## src/pkg/tprc_pkg.sv

```systemverilog
package tprc_pkg;

   // Word and address widths of the interface area
   localparam int TPRC_DATA_W = 16;
   localparam int TPRC_ADDR_W = 6;
   localparam int TPRC_TASKS = 4;
   localparam int TPRC_CTRL_WORDS = 8;
   localparam int TPRC_CTRL_IDX_W = 3;

   // Area size per variant, in words
   localparam int TPRC_AREA_WORDS_4AX = 50;
   localparam int TPRC_AREA_WORDS_2AX = 30;

   // Area placement: origin word plus stride per unit number
   localparam logic [15:0] TPRC_AREA_ORIGIN = 16'h07D0;
   localparam logic [15:0] TPRC_AREA_STRIDE = 16'h000A;

   // Control word offsets (task 1), next task two words on
   localparam logic [5:0] TPRC_SEL_BASE = 6'h02;
   localparam logic [5:0] TPRC_RUN_BASE = 6'h03;
   localparam logic [5:0] TPRC_TASK_STEP = 6'h02;
   localparam logic [5:0] TPRC_CTRL_FIRST = 6'h02;
   localparam logic [5:0] TPRC_CTRL_LAST = 6'h09;

   // Status word offsets, one per task
   localparam logic [5:0] TPRC_STAT_T1 = 6'h17;
   localparam logic [5:0] TPRC_STAT_T2 = 6'h1B;
   localparam logic [5:0] TPRC_STAT_T3 = 6'h1E;
   localparam logic [5:0] TPRC_STAT_T4 = 6'h22;

   // Run control word bits
   localparam int TPRC_BIT_AUTO = 1;
   localparam int TPRC_BIT_CYCLE = 2;
   localparam int TPRC_BIT_PNUM_RD = 7;

   // Run status word bits
   localparam int TPRC_ST_AUTO = 2;
   localparam int TPRC_ST_EXEC = 4;
   localparam int TPRC_ST_DONE = 5;
   localparam int TPRC_ST_CSRX = 9;

   // Highest legal program number
   localparam logic [15:0] TPRC_PNUM_MAX = 16'h03E7;
   localparam logic [15:0] TPRC_WORD_ZERO = 16'h0000;

   typedef enum logic [1:0] {
      TPRC_MANUAL = 2'b00,
      TPRC_READY = 2'b01,
      TPRC_RUN = 2'b10,
      TPRC_DONE = 2'b11
   } tprc_state_e;

   function automatic logic [5:0] tprc_stat_off(input int t);
      case (t)
         0: tprc_stat_off = TPRC_STAT_T1;
         1: tprc_stat_off = TPRC_STAT_T2;
         2: tprc_stat_off = TPRC_STAT_T3;
         default: tprc_stat_off = TPRC_STAT_T4;
      endcase
   endfunction : tprc_stat_off

   // Control word index in the bank: select words even, run words odd
   function automatic logic [2:0] tprc_ctrl_idx(input logic [5:0] off);
      logic [5:0] d;
      d = off - TPRC_CTRL_FIRST;
      tprc_ctrl_idx = d[2:0];
   endfunction : tprc_ctrl_idx

endpackage : tprc_pkg

```

## src/rtl/tprc_edge.sv

```systemverilog
`timescale 1ns/1ps
module tprc_edge
   import tprc_pkg::*;
#(
   parameter int N = 8
) (
   // Clock and reset
   input wire logic ref_clk,
   input wire logic reset_n,
   // Levels and their edges
   input wire logic [N-1:0] level,
   output logic [N-1:0] rise,
   output logic [N-1:0] fall
);

   logic [N-1:0] prev_q;

   // Edges are judged here, not by the host's scan
   always_ff @(posedge ref_clk or negedge reset_n) begin
      if (!reset_n) begin
         prev_q <= '0;
      end else begin
         prev_q <= level;
      end
   end

   assign rise = level & ~prev_q;
   assign fall = ~level & prev_q;

endmodule : tprc_edge

```

## src/rtl/tprc_word_bank.sv

```systemverilog
`timescale 1ns/1ps
module tprc_word_bank
   import tprc_pkg::*;
#(
   parameter int WORDS = 8,
   parameter int IDX_W = 3,
   parameter int W = 16
) (
   // Clock and reset
   input wire logic ref_clk,
   input wire logic reset_n,
   // Write port
   input wire logic wr_en,
   input wire logic [IDX_W-1:0] wr_idx,
   input wire logic [W-1:0] wr_data,
   // Registered read port
   input wire logic [IDX_W-1:0] rd_idx,
   output logic [W-1:0] rd_data,
   // All words, for the task logic
   output logic [WORDS*W-1:0] words
);

   logic [W-1:0] mem_q [WORDS];

   always_ff @(posedge ref_clk or negedge reset_n) begin
      if (!reset_n) begin
         for (int i = 0; i < WORDS; i++) begin
            mem_q[i] <= '0;
         end
         rd_data <= '0;
      end else begin
         if (wr_en) begin
            mem_q[wr_idx] <= wr_data;
         end
         rd_data <= mem_q[rd_idx];
      end
   end

   always_comb begin
      for (int i = 0; i < WORDS; i++) begin
         words[i*W +: W] = mem_q[i];
      end
   end

endmodule : tprc_word_bank

```

## src/rtl/tprc_top.sv

```systemverilog
`timescale 1ns/1ps
// Functional notes
// - Mode bit high is automatic; its rising edge stops manual axes.
// - Mode bit falling edge halts the program and stops all axes.
// - Cycle start rising edge starts the program in automatic mode; it runs while high.
// - Cycle start low stops the task's program.
// - While the read bit is high, a program number word up to 999 is loaded.
// - Automatic status bit is high in automatic mode, else low.
// - Execution status bit is high only while the program executes.
// - Completion status bit high once finished, low while not complete.
// - Cycle start received bit reports receipt, cleared while start is off.
// - Control bit edges are detected inside the device, not by the host.
// - Area placed by unit number; 50 words four-axis, 30 two-axis.
// - Completion clears the execution bit even with cycle start high.
module tprc_top
   import tprc_pkg::*;
#(
   parameter int TASKS = TPRC_TASKS,
   parameter int AREA_WORDS = TPRC_AREA_WORDS_4AX,
   parameter logic [15:0] AREA_ORIGIN = TPRC_AREA_ORIGIN,
   parameter logic [15:0] AREA_STRIDE = TPRC_AREA_STRIDE
) (
   // Clock and reset
   input wire logic ref_clk,
   input wire logic reset_n,
   // Interface area word access
   input wire logic [TPRC_ADDR_W-1:0] area_addr,
   input wire logic area_wr,
   input wire logic [TPRC_DATA_W-1:0] area_wdata,
   input wire logic area_rd,
   output logic [TPRC_DATA_W-1:0] area_rdata,
   output logic area_rvalid,
   // Unit number switch and resulting area placement
   input wire logic [3:0] unit_no,
   output logic [15:0] area_base,
   // Motion engine, one bit or word per task
   output logic [TASKS*TPRC_DATA_W-1:0] prog_number,
   output logic [TASKS-1:0] prog_start,
   output logic [TASKS-1:0] prog_stop,
   output logic [TASKS-1:0] prog_halt_all,
   output logic [TASKS-1:0] manual_decel,
   output logic [TASKS-1:0] prog_running,
   input wire logic [TASKS-1:0] prog_finished
);

   localparam int W = TPRC_DATA_W;

   // Area decode
   logic in_area;
   logic ctrl_hit;
   logic [TPRC_CTRL_IDX_W-1:0] ctrl_idx;
   logic ctrl_wr;
   logic [W-1:0] bank_rdata;
   logic [TPRC_CTRL_WORDS*W-1:0] bank_words;

   // Read path
   logic rd_ctrl_q;
   logic rvalid_q;
   logic [W-1:0] stat_rdata_q;
   logic [W-1:0] stat_sel;

   // Per task control levels and their edges
   logic [TASKS-1:0] mode_lvl;
   logic [TASKS-1:0] cycle_lvl;
   logic [TASKS-1:0] pnum_rd_lvl;
   logic [2*TASKS-1:0] edge_lvl;
   logic [2*TASKS-1:0] edge_rise;
   logic [2*TASKS-1:0] edge_fall;
   logic [TASKS-1:0] mode_rise;
   logic [TASKS-1:0] mode_fall;
   logic [TASKS-1:0] cycle_rise;

   // Per task status
   logic [W-1:0] stat_word [TASKS];
   logic [TASKS-1:0] auto_q;
   logic [TASKS-1:0] exec_q;
   logic [TASKS-1:0] done_q;
   logic [TASKS-1:0] csrx_q;
   logic [W-1:0] pnum_q [TASKS];
   logic [15:0] base_d;
   logic [15:0] base_q;

   // Accesses past the area belong to some other unit
   assign in_area = (32'(area_addr) < AREA_WORDS);
   assign ctrl_hit = in_area && (area_addr >= TPRC_CTRL_FIRST)
                     && (area_addr <= TPRC_CTRL_LAST);
   assign ctrl_idx = tprc_ctrl_idx(area_addr);
   // Status words are read-only; writes to them are dropped
   assign ctrl_wr = area_wr && ctrl_hit;

   tprc_word_bank #(
      .WORDS(TPRC_CTRL_WORDS),
      .IDX_W(TPRC_CTRL_IDX_W),
      .W(W)
   ) u_bank (
      .ref_clk(ref_clk),
      .reset_n(reset_n),
      .wr_en(ctrl_wr),
      .wr_idx(ctrl_idx),
      .wr_data(area_wdata),
      .rd_idx(ctrl_idx),
      .rd_data(bank_rdata),
      .words(bank_words)
   );

   // Status word selection for a read
   always_comb begin
      stat_sel = TPRC_WORD_ZERO;
      for (int t = 0; t < TASKS; t++) begin
         if (in_area && area_addr == tprc_stat_off(t)) begin
            stat_sel = stat_word[t];
         end
      end
   end

   always_ff @(posedge ref_clk or negedge reset_n) begin
      if (!reset_n) begin
         rd_ctrl_q <= 1'b0;
         rvalid_q <= 1'b0;
         stat_rdata_q <= '0;
      end else begin
         rd_ctrl_q <= area_rd && ctrl_hit;
         rvalid_q <= area_rd;
         stat_rdata_q <= stat_sel;
      end
   end

   // Both sources are flops; only the choice between them is late
   assign area_rdata = rd_ctrl_q ? bank_rdata : stat_rdata_q;
   assign area_rvalid = rvalid_q;

   // Area placement follows the unit number switch
   assign base_d = 16'(AREA_ORIGIN + 16'(unit_no) * AREA_STRIDE);

   always_ff @(posedge ref_clk or negedge reset_n) begin
      if (!reset_n) begin
         base_q <= '0;
      end else begin
         base_q <= base_d;
      end
   end

   assign area_base = base_q;

   // Pull the control bits out of each task's run word
   always_comb begin
      for (int t = 0; t < TASKS; t++) begin
         mode_lvl[t] = bank_words[(2*t+1)*W + TPRC_BIT_AUTO];
         cycle_lvl[t] = bank_words[(2*t+1)*W + TPRC_BIT_CYCLE];
         pnum_rd_lvl[t] = bank_words[(2*t+1)*W + TPRC_BIT_PNUM_RD];
      end
   end

   assign edge_lvl = {cycle_lvl, mode_lvl};

   // A bit set and cleared between two host scans still counts here
   tprc_edge #(
      .N(2*TASKS)
   ) u_edge (
      .ref_clk(ref_clk),
      .reset_n(reset_n),
      .level(edge_lvl),
      .rise(edge_rise),
      .fall(edge_fall)
   );

   assign mode_rise = edge_rise[TASKS-1:0];
   assign mode_fall = edge_fall[TASKS-1:0];
   assign cycle_rise = edge_rise[2*TASKS-1:TASKS];

   generate
      for (genvar t = 0; t < TASKS; t++) begin : g_task
         tprc_state_e state_q;
         tprc_state_e state_d;
         logic [W-1:0] sel_word;
         logic pnum_ok;
         logic start_d;
         logic stop_d;
         logic halt_d;
         logic decel_d;
         logic start_q;
         logic stop_q;
         logic halt_q;
         logic decel_q;

         assign sel_word = bank_words[2*t*W +: W];
         // Out-of-range numbers keep the last good one loaded
         assign pnum_ok = (sel_word <= TPRC_PNUM_MAX);

         always_comb begin
            state_d = state_q;
            start_d = 1'b0;
            stop_d = 1'b0;
            halt_d = 1'b0;
            decel_d = 1'b0;
            if (mode_fall[t]) begin
               state_d = TPRC_MANUAL;
               halt_d = 1'b1;
            end else begin
               case (state_q)
                  TPRC_MANUAL: begin
                     if (mode_rise[t]) begin
                        state_d = TPRC_READY;
                        decel_d = 1'b1;
                     end
                  end
                  TPRC_READY, TPRC_DONE: begin
                     if (cycle_rise[t]) begin
                        state_d = TPRC_RUN;
                        start_d = 1'b1;
                     end
                  end
                  TPRC_RUN: begin
                     if (prog_finished[t]) begin
                        state_d = TPRC_DONE;
                     end else if (!cycle_lvl[t]) begin
                        state_d = TPRC_READY;
                        stop_d = 1'b1;
                     end
                  end
                  default: begin
                     state_d = TPRC_MANUAL;
                  end
               endcase
            end
         end

         always_ff @(posedge ref_clk or negedge reset_n) begin
            if (!reset_n) begin
               state_q <= TPRC_MANUAL;
               start_q <= 1'b0;
               stop_q <= 1'b0;
               halt_q <= 1'b0;
               decel_q <= 1'b0;
            end else begin
               state_q <= state_d;
               start_q <= start_d;
               stop_q <= stop_d;
               halt_q <= halt_d;
               decel_q <= decel_d;
            end
         end

         always_ff @(posedge ref_clk or negedge reset_n) begin
            if (!reset_n) begin
               pnum_q[t] <= '0;
            end else if (pnum_rd_lvl[t] && pnum_ok) begin
               pnum_q[t] <= sel_word;
            end
         end

         // Status flags, all registered
         always_ff @(posedge ref_clk or negedge reset_n) begin
            if (!reset_n) begin
               auto_q[t] <= 1'b0;
               exec_q[t] <= 1'b0;
               done_q[t] <= 1'b0;
               csrx_q[t] <= 1'b0;
            end else begin
               auto_q[t] <= mode_lvl[t];
               exec_q[t] <= (state_d == TPRC_RUN);
               done_q[t] <= (state_d == TPRC_DONE);
               csrx_q[t] <= cycle_lvl[t];
            end
         end

         always_comb begin
            stat_word[t] = TPRC_WORD_ZERO;
            stat_word[t][TPRC_ST_AUTO] = auto_q[t];
            stat_word[t][TPRC_ST_EXEC] = exec_q[t];
            stat_word[t][TPRC_ST_DONE] = done_q[t];
            stat_word[t][TPRC_ST_CSRX] = csrx_q[t];
         end

         assign prog_number[t*W +: W] = pnum_q[t];
         assign prog_start[t] = start_q;
         assign prog_stop[t] = stop_q;
         assign prog_halt_all[t] = halt_q;
         assign manual_decel[t] = decel_q;
         assign prog_running[t] = exec_q[t];
      end
   endgenerate

endmodule : tprc_top

```

## config.mk

```make
export PLATFORM = sky130hd
export DESIGN_NAME = tprc_top
export DESIGN_NICKNAME = d
export VERILOG_FILES = /design/src/pkg/tprc_pkg.sv /design/src/rtl/tprc_edge.sv /design/src/rtl/tprc_word_bank.sv /design/src/rtl/tprc_top.sv
export SDC_FILE = /design/constraint.sdc
export NUM_CORES = 1
export LEC_CHECK = 0
export BUFFER_PORTS_ARGS = -buffer_cell sky130_fd_sc_hd__buf_4
export CORE_MARGIN = 5
export CORE_UTILIZATION = 55
export CTS_BUF_LIST = sky130_fd_sc_hd__clkbuf_16
export DETAILED_ROUTE_END_ITERATION = 10
export MAX_ROUTING_LAYER = met4
export PLACE_DENSITY = 0.83
export SKIP_LAST_GASP = 1
export SYNTH_ARGS = -nofsm -noshare
export SYNTH_HDL_FRONTEND = slang
export SYNTH_SLANG_ARGS = --single-unit
export TNS_END_PERCENT = 10
```

## constraint.sdc

```tcl
create_clock -name ref_clk -period 2.7 [get_ports ref_clk]
set_input_delay 0.135 -clock ref_clk [delete_from_list [all_inputs] [get_ports ref_clk]]
set_output_delay 0.135 -clock ref_clk [all_outputs]
set_load 0.05 [all_outputs]
```

==> out/results.tsv <==
stage	metric	value	unit
critical_path	cp_slowest_stage_delay	0.55	ns
power	p_per_area	881.1	nW/um^2
clock_tree	tritoncts	built	
clock_tree	clock_path_buffers	3	
route	drc	0	
critical_path	path_max_fanout	11	
floorplan	rows	52	
timing	relSlewSlack	55.40	%
placed_design	gp_routability_congestion	0.8303	
critical_path	crit_buf_inv	0	
timing	fin_tns_setup	0	ns
grt	antenna_found_initial	0	
grt	grt_pass1_vias	6959	
timing	period_share	84.31	%
route	drt-pass1-iter-count	4	
clock_tree	post_cts_resized	0	
critical_path	arrival	2.67	ns
critical_path	end_kind	flop	
critical_path	critPathSlowestCell	o21a_1	
timing	hold_viol	0	
floorplan	ios	151	
yosys	synth_area	11310	um^2
floorplan	die_h	153.4	um
yosys	ys_warn_count	0	
grt	grtUsageTotal	21.34	%
clock_tree	clockRootBuffer	clkbuf_16	
route	drt-initial-drc-count	414	
clock_tree	h-tree-depth	1	
yosys	synth_edf_count	0	
grt	grt_remaining_overflow	0	
yosys	synth-compound-area-share	2.589	%
timing	rsz0062_at_grt	false	
timing	period_needed	2.276	ns
yosys	synthSimpleGateAreaFrac	7.766	%
critical_path	cp_cell_sequence	or4b_1 -> nor4_1 -> o21a_1 -> mux2_2	
job	cap_violations	0	
critical_path	cp_top_family	simple AND/OR/NAND/NOR gates	
route	vias	6557	
critical_path	crit_type	flop to flop	
run_status	outcome	finished clean	
clock_tree	post_cts_buffers	0	
placed_design	hpwl	16480	um
grt	grt_first_pass_wirelength	39320	um
route	antenna_left	0	
floorplan	fp.dieW	153.4	um
power	p_leak	6.728	nW
finish	multi_input_area	4309	um^2
placed_design	port_buffers	145	
finish	drive_gt1_share	44.97	%
floorplan	initial_utilization	55.89	%
yosys	synth-xor-area-share	0.1549	%
placed_design	place_ws	0.4310	ns
critical_path	critPathLaunchType	flop	
yosys	synth_top_family_by_area	multiplexers	
clock_tree	numCtsBuffers	26	
route	via_per_inst	5.487	
timing	finClkSkew	0.009028	ns
clock_tree	holdBufCountCts	28	
finish	ff_latch_area	6606	um^2
hold_path	hp-class	input port to flop	
yosys	ys.flop_type	dfrtp_1	
floorplan	core_area	20230	um^2
yosys	ys_seq_area_share	58.41	%
finish	fin_nets	951	
timing	tightestPinTransition	0.6629	ns
yosys	syn_avg_cell_area	15.26	um^2
power	ir_drop	0.6584	mV
route	wire_per_inst	20.19	um
timing	worst_slack	0.4238	ns
yosys	muxShareOfSynthArea	26.09	%
clock_tree	clk_pin_slew	0.06	ns
finish	num_antenna_cells	0	
timing	slew_violations	0	
critical_path	required	3.10	ns
finish	syn_to_final_growth	20.43	%
grt	grt_max_degree	94	
yosys	synth-async-reset-ratio	100.0	%
route	drt-total-wl	24130	um
yosys	synthDistinctLibCells	39	
yosys	synth.ff_latch_count	264	
timing	fmax	439.3	MHz
clock_tree	clock_latency	0.52	ns
floorplan	dieArea	23530	um^2
finish	fill_cells	1377	
yosys	syn-instance-count	741	
yosys	synthAdderAreaFrac	1.283	%
timing	finalSetupViolCount	0	
clock_tree	cts.sinks	264	
-- cells by family after synthesis --
group	count (synthesis)
buf+inv	62
other cells	1
fa+ha+maj	11
simple gates	133
flops	264
compound gates	48
mux	220
xor+xnor	2
-- flip-flops by register name, indices dropped and copies added (netlist names), 7 cells and up --
name and count:
g_task.state_q 8, area_base 10, u_edge.prev_q 7, prog_number 64, u_bank.words 128, u_bank.rd_data 16
-- synthesized netlist by cell type (all sizes together) (10+ instances only) --
cell type / instances / share of area, %
mux2: 188 / 20
nor2: 19 / 0.63
mux4: 32 / 6.4
inv: 10 / 0.33
nor2b: 35 / 1.9
ha: 10 / 1.1
nor3: 10 / 0.44
and2: 16 / 0.89
o21ai: 26 / 1.2
buf: 46 / 3.1
dfrtp: 264 / 58
nand2: 11 / 0.37
-- stage by stage --
step,area [um^2],util [%],power [mW],std cells,hold WS [ns]
2_1_floorplan,11320,-,7.459,745,-0.1606
3_3_place_gp,12500,61.79,8.406,1120,0.08701
3_5_place_dp,12500,61.79,8.504,1120,0.09343
4_1_cts,13620,67.31,12.09,1195,0.006621
5_1_grt,13620,67.31,12.53,1195,0.06188
6_report,13620,67.31,12.00,1195,0.02720
-- report_power, final --
part	leakage, nW	total (mW)	switching (mW)	internal (mW)
logic	2.79	3.21	1.94	1.27
clock network	0.436	3.53	1.45	2.08
registers	3.50	5.25	0.543	4.71
-- final cells by class --
type / instances / area share [%]
Sequential cell: 264 / 48.50
Multi-Input combinational cell: 419 / 31.64
Timing Repair Buffer: 185 / 10.95
Clock buffer: 27 / 4.960
Tap cell: 270 / 2.480
Clock inverter: 20 / 1.194
Inverter: 10 / 0.2756
-- path summary, 6_finish.rpt --
check,startpoint,endpoint,slack [ns],depth (start not counted)
max in group asynchronous,reset_n,prog_number[27],1.70,3
max,u_bank.words[46],prog_number[20],0.42,4
max reg2reg,u_bank.words[46],prog_number[20],0.42,4
min,area_addr[5],stat_rdata_q[2],0.03,3
min in group asynchronous,reset_n,area_base[1],0.13,2
min reg2reg,u_bank.words[113],u_edge.prev_q[3],0.47,0
-- routing by layer --
metal	global-route usage, %	wire length (um)	vias up
met5	-	0	-
met4	5.172	534	0
li1	-	-	2969
met3	2.884	1158	44
met1	30.32	10710	3374
met2	33.32	11730	170
-- worst register-to-register path: stages (launching register included) --
cell	delay (ns)
dfrtp_1	0.39
or4b_1	0.54
nor4_1	0.27
o21a_1	0.55
mux2_2	0.41
-- cell usage in the layout (no fill, tap or decap), drive strengths merged, types with 4 or more instances in the layout --
cell         netlist  layout
dfrtp            264     264
mux2             188     188
buf               46     157
nor2b             35      35
mux4              32      32
dlygate4sd3        0      28
clkbuf             6      27
o21ai             26      26
nor2              19      19
inv               10      17
and2              16      16
nand2             11      11
nor3              10      10
ha                10      10
clkinv             0       9
nor3b              8       8
a22oi              7       7
nand3              7       7
nand2b             6       6
nor4               6       6
o21a               6       6
conb               1       5
a211oi             4       4
nand4              4       4
or4b               4       4
Power figures use the tool's default switching activity.
